<file path="src/verilog/coherency_unit_defines.vh">
// Purpose: Constants shared by the coherency unit configuration register bank.
// Assumes: 32-bit APB data, byte addresses, word-aligned registers.
// Notes:   Offsets are local to the register bank window.
`ifndef COHERENCY_UNIT_DEFINES_VH
`define COHERENCY_UNIT_DEFINES_VH

// ----------------------------------------------------------------------------
// Register offsets
// ----------------------------------------------------------------------------
`define OFS_TAG_INVALIDATE_WAYS  12'h00c
`define OFS_FILTER_RANGE_START   12'h040
`define OFS_FILTER_RANGE_END     12'h044
`define OFS_SECURE_ACCESS_GATE   12'h050
`define OFS_NONSECURE_ACCESS_GATE 12'h054

// ----------------------------------------------------------------------------
// Field layout
// ----------------------------------------------------------------------------
`define WAYS_PER_CPU             4
`define WAY_FIELD_MSB            15
`define FILTER_MSB               31
`define FILTER_LSB               20
`define FILTER_W                 12
`define GATE_MSB                 3
`define PROT_NONSECURE_BIT       1

// ----------------------------------------------------------------------------
// Reset values and timing
// ----------------------------------------------------------------------------
`define GATE_SECURE_RESET        4'hf
`define GATE_NONSECURE_RESET     4'h0
`define FILTER_RESET             12'h000
`define ZERO_WORD                32'h0000_0000
`define STRAP_SYNC_CYCLES        2'h2
`define SYNC_CNT_RESET           2'h0

`endif

</file>
<file path="src/verilog/unused_placeholder_none.v">
`timescale 1ns/100ps
// Purpose: none.
// Assumes: none.
// Notes:   intentionally empty.

</file>
<file path="src/verilog/coherency_unit_config_regs.v">
// Purpose: Configuration register bank of the coherency unit: tag invalidate,
//          address filter bounds and the two per-processor access gates.
// Assumes: APB slave; CPU_ID and PPROT come with the request on SYS_CLK.
// Notes:   Straps are asynchronous pins and are synchronised before loading.
`timescale 1ns/100ps
`include "coherency_unit_defines.vh"

module coherency_unit_config_regs #(
    parameter NUM_CPUS         = 4,
    parameter NUM_MASTER_PORTS = 2
) (
    // Clock and reset
    input  wire        SYS_CLK,
    input  wire        RESET,
    // APB slave
    input  wire        PSEL,
    input  wire        PENABLE,
    input  wire        PWRITE,
    input  wire [11:0] PADDR,
    input  wire [31:0] PWDATA,
    input  wire [2:0]  PPROT,
    input  wire [1:0]  CPU_ID,
    output reg  [31:0] PRDATA,
    output reg         PREADY,
    output reg         PSLVERR,
    // Strap pins
    input  wire [11:0] FILTER_LOW_STRAP,
    input  wire [11:0] FILTER_HIGH_STRAP,
    // Filter use
    input  wire        FILTER_ENABLE,
    input  wire [31:0] PROBE_ADDR,
    output reg         PROBE_TO_PORT1,
    output reg  [11:0] FILTER_START,
    output reg  [11:0] FILTER_END,
    // Tag invalidate command
    output reg         INVALIDATE_VALID,
    output reg  [15:0] INVALIDATE_WAYS
);

    // ------------------------------------------------------------------------
    // Helpers
    // ------------------------------------------------------------------------
    // Way bits of processors that are not present are forced to zero.
    function [15:0] present_ways;
        input [15:0] ways;
        integer      cpu;
        begin
            present_ways = 16'h0000;
            for (cpu = 0; cpu < 4; cpu = cpu + 1) begin
                if (cpu < NUM_CPUS) begin
                    present_ways[cpu*`WAYS_PER_CPU +: `WAYS_PER_CPU] =
                        ways[cpu*`WAYS_PER_CPU +: `WAYS_PER_CPU];
                end
            end
        end
    endfunction

    function [31:0] filter_word;
        input [11:0] bound;
        begin
            filter_word = {bound, 20'h00000};
        end
    endfunction

    localparam HAS_FILTER = (NUM_MASTER_PORTS > 1);

    // ------------------------------------------------------------------------
    // Strap synchronisers and reset-exit load
    // ------------------------------------------------------------------------
    reg [11:0] low_meta_q;
    reg [11:0] low_sync_q;
    reg [11:0] high_meta_q;
    reg [11:0] high_sync_q;
    reg [1:0]  sync_cnt_q;
    reg        load_done_q;
    wire       strap_load;

    always @(posedge SYS_CLK or posedge RESET) begin
        if (RESET) begin
            low_meta_q  <= `FILTER_RESET;
            low_sync_q  <= `FILTER_RESET;
            high_meta_q <= `FILTER_RESET;
            high_sync_q <= `FILTER_RESET;
            sync_cnt_q  <= `SYNC_CNT_RESET;
            load_done_q <= 1'b0;
        end else begin
            low_meta_q  <= FILTER_LOW_STRAP;
            low_sync_q  <= low_meta_q;
            high_meta_q <= FILTER_HIGH_STRAP;
            high_sync_q <= high_meta_q;
            if (sync_cnt_q != `STRAP_SYNC_CYCLES) begin
                sync_cnt_q <= sync_cnt_q + 2'h1;
            end
            if (strap_load) begin
                load_done_q <= 1'b1;
            end
        end
    end

    // Loading waits until the synchroniser holds the pin value, not reset zeros.
    assign strap_load = !load_done_q && (sync_cnt_q == `STRAP_SYNC_CYCLES);

    // ------------------------------------------------------------------------
    // APB decode and access gating
    // ------------------------------------------------------------------------
    reg  [3:0]  sgate_q;
    reg  [3:0]  nsgate_q;
    reg  [11:0] start_q;
    reg  [11:0] end_q;
    wire        nonsecure;
    wire        sel_inval;
    wire        sel_start;
    wire        sel_end;
    wire        sel_sgate;
    wire        sel_nsgate;
    wire        mapped;
    wire        granted;
    wire        commit;
    wire        wr_ok;

    assign nonsecure  = PPROT[`PROT_NONSECURE_BIT];
    assign sel_inval  = (PADDR == `OFS_TAG_INVALIDATE_WAYS);
    assign sel_start  = (PADDR == `OFS_FILTER_RANGE_START);
    assign sel_end    = (PADDR == `OFS_FILTER_RANGE_END);
    assign sel_sgate  = (PADDR == `OFS_SECURE_ACCESS_GATE);
    assign sel_nsgate = (PADDR == `OFS_NONSECURE_ACCESS_GATE);
    assign mapped     = sel_inval | sel_start | sel_end | sel_sgate | sel_nsgate;

    // Secure writes need the processor's secure gate bit; non-secure writes
    // need both gate bits, so a zeroed secure gate locks out everyone.
    assign granted = sgate_q[CPU_ID] && (!nonsecure || nsgate_q[CPU_ID]);

    // The write lands on the edge that samples PREADY high.
    assign commit = PSEL && PENABLE && PREADY;
    assign wr_ok  = commit && PWRITE && granted;

    // ------------------------------------------------------------------------
    // Registers
    // ------------------------------------------------------------------------
    always @(posedge SYS_CLK or posedge RESET) begin
        if (RESET) begin
            sgate_q  <= `GATE_SECURE_RESET;
            nsgate_q <= `GATE_NONSECURE_RESET;
            start_q  <= `FILTER_RESET;
            end_q    <= `FILTER_RESET;
        end else begin
            if (wr_ok && sel_sgate) begin
                sgate_q <= PWDATA[`GATE_MSB:0];
            end
            // The non-secure gate is a secure-only register.
            if (wr_ok && sel_nsgate && !nonsecure) begin
                nsgate_q <= PWDATA[`GATE_MSB:0];
            end
            if (strap_load) begin
                start_q <= low_sync_q;
                end_q   <= high_sync_q;
            end else if (HAS_FILTER) begin
                if (wr_ok && sel_start) begin
                    start_q <= PWDATA[`FILTER_MSB:`FILTER_LSB];
                end
                if (wr_ok && sel_end) begin
                    end_q <= PWDATA[`FILTER_MSB:`FILTER_LSB];
                end
            end
        end
    end

    // ------------------------------------------------------------------------
    // Tag invalidate command
    // ------------------------------------------------------------------------
    // Tag invalidation is a Secure-state operation only.
    always @(posedge SYS_CLK or posedge RESET) begin
        if (RESET) begin
            INVALIDATE_VALID <= 1'b0;
            INVALIDATE_WAYS  <= 16'h0000;
        end else begin
            INVALIDATE_VALID <= wr_ok && sel_inval && !nonsecure;
            if (wr_ok && sel_inval && !nonsecure) begin
                // One bit per way; absent processors see no invalidation.
                INVALIDATE_WAYS <= present_ways(PWDATA[`WAY_FIELD_MSB:0]);
            end else begin
                INVALIDATE_WAYS <= 16'h0000;
            end
        end
    end

    // ------------------------------------------------------------------------
    // APB answer
    // ------------------------------------------------------------------------
    reg [31:0] rdata_d;

    always @* begin
        rdata_d = `ZERO_WORD;
        if (sel_start && HAS_FILTER) begin
            rdata_d = filter_word(start_q);
        end else if (sel_end && HAS_FILTER) begin
            rdata_d = filter_word(end_q);
        end else if (sel_sgate) begin
            rdata_d = {28'h0000000, sgate_q};
        end else if (sel_nsgate) begin
            rdata_d = {28'h0000000, nsgate_q};
        end
        // The tag invalidate register falls through to zero.
    end

    // Every transfer takes one wait state so that PREADY comes from a flop.
    always @(posedge SYS_CLK or posedge RESET) begin
        if (RESET) begin
            PREADY  <= 1'b0;
            PSLVERR <= 1'b0;
            PRDATA  <= `ZERO_WORD;
        end else begin
            PREADY  <= PSEL && PENABLE && !PREADY;
            PSLVERR <= PSEL && PENABLE && !PREADY && !mapped;
            if (PSEL && PENABLE && !PREADY && !PWRITE) begin
                PRDATA <= rdata_d;
            end else begin
                PRDATA <= `ZERO_WORD;
            end
        end
    end

    // ------------------------------------------------------------------------
    // Filter outputs
    // ------------------------------------------------------------------------
    always @(posedge SYS_CLK or posedge RESET) begin
        if (RESET) begin
            FILTER_START   <= `FILTER_RESET;
            FILTER_END     <= `FILTER_RESET;
            PROBE_TO_PORT1 <= 1'b0;
        end else begin
            FILTER_START   <= HAS_FILTER ? start_q : `FILTER_RESET;
            FILTER_END     <= HAS_FILTER ? end_q : `FILTER_RESET;
            // Megabyte compare with an inclusive top so the last megabyte fits.
            PROBE_TO_PORT1 <= HAS_FILTER && FILTER_ENABLE &&
                              (PROBE_ADDR[`FILTER_MSB:`FILTER_LSB] >= start_q) &&
                              (PROBE_ADDR[`FILTER_MSB:`FILTER_LSB] <= end_q);
        end
    end

endmodule // coherency_unit_config_regs

</file>
<file path="config.mk">
export PLATFORM = sky130hd
export DESIGN_NAME = coherency_unit_config_regs
export DESIGN_NICKNAME = d
export VERILOG_FILES = /design/src/verilog/unused_placeholder_none.v /design/src/verilog/coherency_unit_config_regs.v
export VERILOG_INCLUDE_DIRS = /design/src /design/src/verilog
export SDC_FILE = /design/constraint.sdc
export NUM_CORES = 1
export LEC_CHECK = 0
export BUFFER_PORTS_ARGS = -buffer_cell sky130_fd_sc_hd__buf_2
export CORE_ASPECT_RATIO = 0.9
export CORE_MARGIN = 2
export CORE_UTILIZATION = 30
export DETAILED_ROUTE_END_ITERATION = 8
export GPL_TIMING_DRIVEN = 1
export PLACE_DENSITY_LB_ADDON = 0.12
export SLEW_MARGIN = 25
export SYNTH_ARGS = -nofsm -noshare
export SYNTH_HDL_FRONTEND = slang
export SYNTH_SLANG_ARGS = --single-unit
</file>
<file path="constraint.sdc">
create_clock -name SYS_CLK -period 5.9 [get_ports SYS_CLK]
set_input_delay 1.18 -clock SYS_CLK [delete_from_list [all_inputs] [get_ports SYS_CLK]]
set_output_delay 1.18 -clock SYS_CLK [all_outputs]
set_load 0.1 [all_outputs]
</file>
==> run metrics <==
status finished, final reports clean; hold path depth 0; antenna viol nets, final 0; P&R area growth vs syn 26.8%; Rel. slew slack 39.8%; synthesized area per cell 13.3 um^2; RR Startpoint sgate_q[1]; H-tree lvl count 4; initial antenna violation count 1; GPL Wtd Cong 0.845; Final Max Tran Viols 0; PD cells 324 nW/um^2; peak supply drop 0.000183 V; # Max-Cap Violations 0; flop2flop setup slack 3730 ps; Setup Viol. Count Final 0; share of the synthesized area in the top cell type 62.6%; routed wire length 12500 um; GR Overflow Total 0; routed vias 3531; nets 707; CP delay by family, top simple AND/OR/NAND/NOR gates; Skew-Pair Late Insertion Delay 410 ps; design area 7050 um^2; clk_skew 9.56 ps; Fin. Hold Viols 0; vias in the first global route 3884; Worst-Margin Slew 902 ps; Setup TNS 0 ps; Cell variety after synth 48; CTS tree built; die area 19600 um^2; buffers and inverters on the worst path 1; placed cell count 797; Fmax 0.303 GHz; commonest non-fill, non-tap cells in the layout buf_2, dfrtp_1, nor2_1; TritonRoute pass-1 iters 4; clk buf depth 2; vias per cell 4.25; global-route wire length before repair 20300 um; Hold Crit Class reg2reg; Worst path max stage delay 850 ps; largest area contributor in the netlist dfrtp_1; crit path kind in2reg; commonest non-fill, non-tap cell in the layout buf_2; Critical-path top delay cell nor3b_4; Final period util 55.9%; non-filler instance count after layout 830; sequential cell area fraction in the yosys report 64.4%; CP cell instances buf_2 -> nor4b_4 -> and4b_1 -> nor3b_4 -> mux2i_1 -> a21oi_1; Hold Path Sink high_sync_q[4]; FFs w/ async S/R, synth 100%; CP startpoint kind primary input; Initial Utilization 30.4%; RR Endpoint end_q[1]; WP data required 6180 ps; CTS resizes 0; # fillers 1815; post-synthesis instance area 5560 um^2; final core occ 38.6%; Clock transition at path regs 60 ps; pin count of the biggest net entering global routing 91; placed inst area 6480 um^2; Core Area 18300 um^2; R2R depth 5; Max Fanout on Critical Path 13; EDFF count, synth 0; # hold bufs at CTS 0; Die W 148 um; FF+latch count, synth 143; HP Start high_meta_q[4]; CTS root buffer clkbuf_16; # IOs 187; hpwl dp 9390 um; share of cells above drive strength 1 34.4%; # DRC 0; CTS Sinks 143; CTS buffer count 17; RSZ-0062 raised after global routing no; Worst EP arrival 3570 ps; die height 133 um; cell count after synthesis 419; prevailing post-synth register cell dfrtp_1; Tmin final 3300 ps; CP endpoint kind flip-flop; yosys warns 0; Wirelength per Cell 15.1 um; IO buf count 144; Area contributors post-synth dfrtp_1, ha_1, mux2i_1; total global-route track usage 13.5%; setup bufs post-CTS 0; initial DRC count 136; # rows 47; Lkg Pwr 0.00352 uW
metal layers:
layer,track usage [%],up-vias,routed length [um]
met5,0,-,0
met4,4.43,0,171
met3,3.90,12,554
met2,20.8,86,5820
met1,18.5,1735,5960
li1,-,1698,-
worst max path at each step:
stage              from       endpoint  slack (ps)  cells after the start
2_1_floorplan     RESET  FILTER_END[0]         890                      1
3_3_place_gp   PADDR[1]      end_q[10]        2210                      6
3_5_place_dp   PADDR[1]       end_q[3]        2130                      6
4_1_cts        PADDR[1]       end_q[1]        2570                      6
5_1_grt        PADDR[1]    start_q[10]        2460                      6
6_report       PADDR[1]       end_q[1]        2600                      6
layout make-up:
type	count	area, um^2	area share [%]
timing repair buffer	146	736	10.4
multi-input combinational	236	1750	24.8
sequential	143	3580	50.8
clock inverter	15	141	2.01
clock buffer	17	425	6.03
tap	245	307	4.35
antenna	1	2.50	0.0355
inverter	27	106	1.51
worst register-to-register path, cell delays in order (launching register included):
cell and delay [ps]:
dfstp_2 540, mux4_2 270, nand2_4 100, nor3b_4 750, mux2i_1 300, a21oi_1 80
cell families (layout without fill, tap and decap cells):
| family | count (synthesis) | in the layout | synth area share [%] |
|---|---|---|---|
| AOI/OAI and AO/OA | 55 | 55 | 5.87 |
| xor gates and xnor gates | 1 | 1 | 0.158 |
| adders and majority gates | 25 | 25 | 5.63 |
| buffers and inverters | 55 | 205 | 5.11 |
| DFF | 143 | 143 | 64.4 |
| muxes | 38 | 38 | 7.74 |
| other | 1 | 17 | 0.0674 |
| and+or+nand+nor | 101 | 101 | 11.0 |
synth_stat cells, types with 2 or more instances:
master and n:
dfrtp_1 139, mux2_1 4, inv_1 27, nor2b_1 4
buf_1 2, mux4_2 2, a21o_1 2, mux2i_1 28
nor3b_4 2, nand4_1 5, buf_2 2, clkbuf_1 6
and4_1 2, ha_1 25, nor2_1 45, and2_1 16
dfstp_2 4, or3_1 2, o21ai_0 4, nor4_2 2
buf_6 2, nand2b_1 6, buf_4 16, a21oi_1 31
mux2_4 4, a22oi_1 12, nand2_1 4
report_power, final:
group / switching [uW] / internal (uW)
clock: 457 / 560
sequential: 20.4 / 1020
combinational: 181 / 53.1
total: 659 / 1630
registers in the layout (all words and copies together), names as in the netlist:
register and flops:
sync_cnt_q 2, PROBE_TO_PORT1 1, end_q 12, high_sync_q 12
sgate_q 4, INVALIDATE_WAYS 16, high_meta_q 12, INVALIDATE_VALID 1
low_meta_q 12, FILTER_START 12, PRDATA 16, low_sync_q 12
start_q 12, PSLVERR 1, PREADY 1, FILTER_END 12
load_done_q 1, nsgate_q 4
per-stage QoR:
stage                     worst slack (ps)  hold WS [ps]  total power (uW)
after floorplan                        889           331              1230
after global placement                2210           333              1290
after detailed placement              2130           335              1290
after CTS                             2570           347              2320
after global routing                  2460           351              2390
final                                 2600           346              2290
Power figures use the tool's default switching activity.
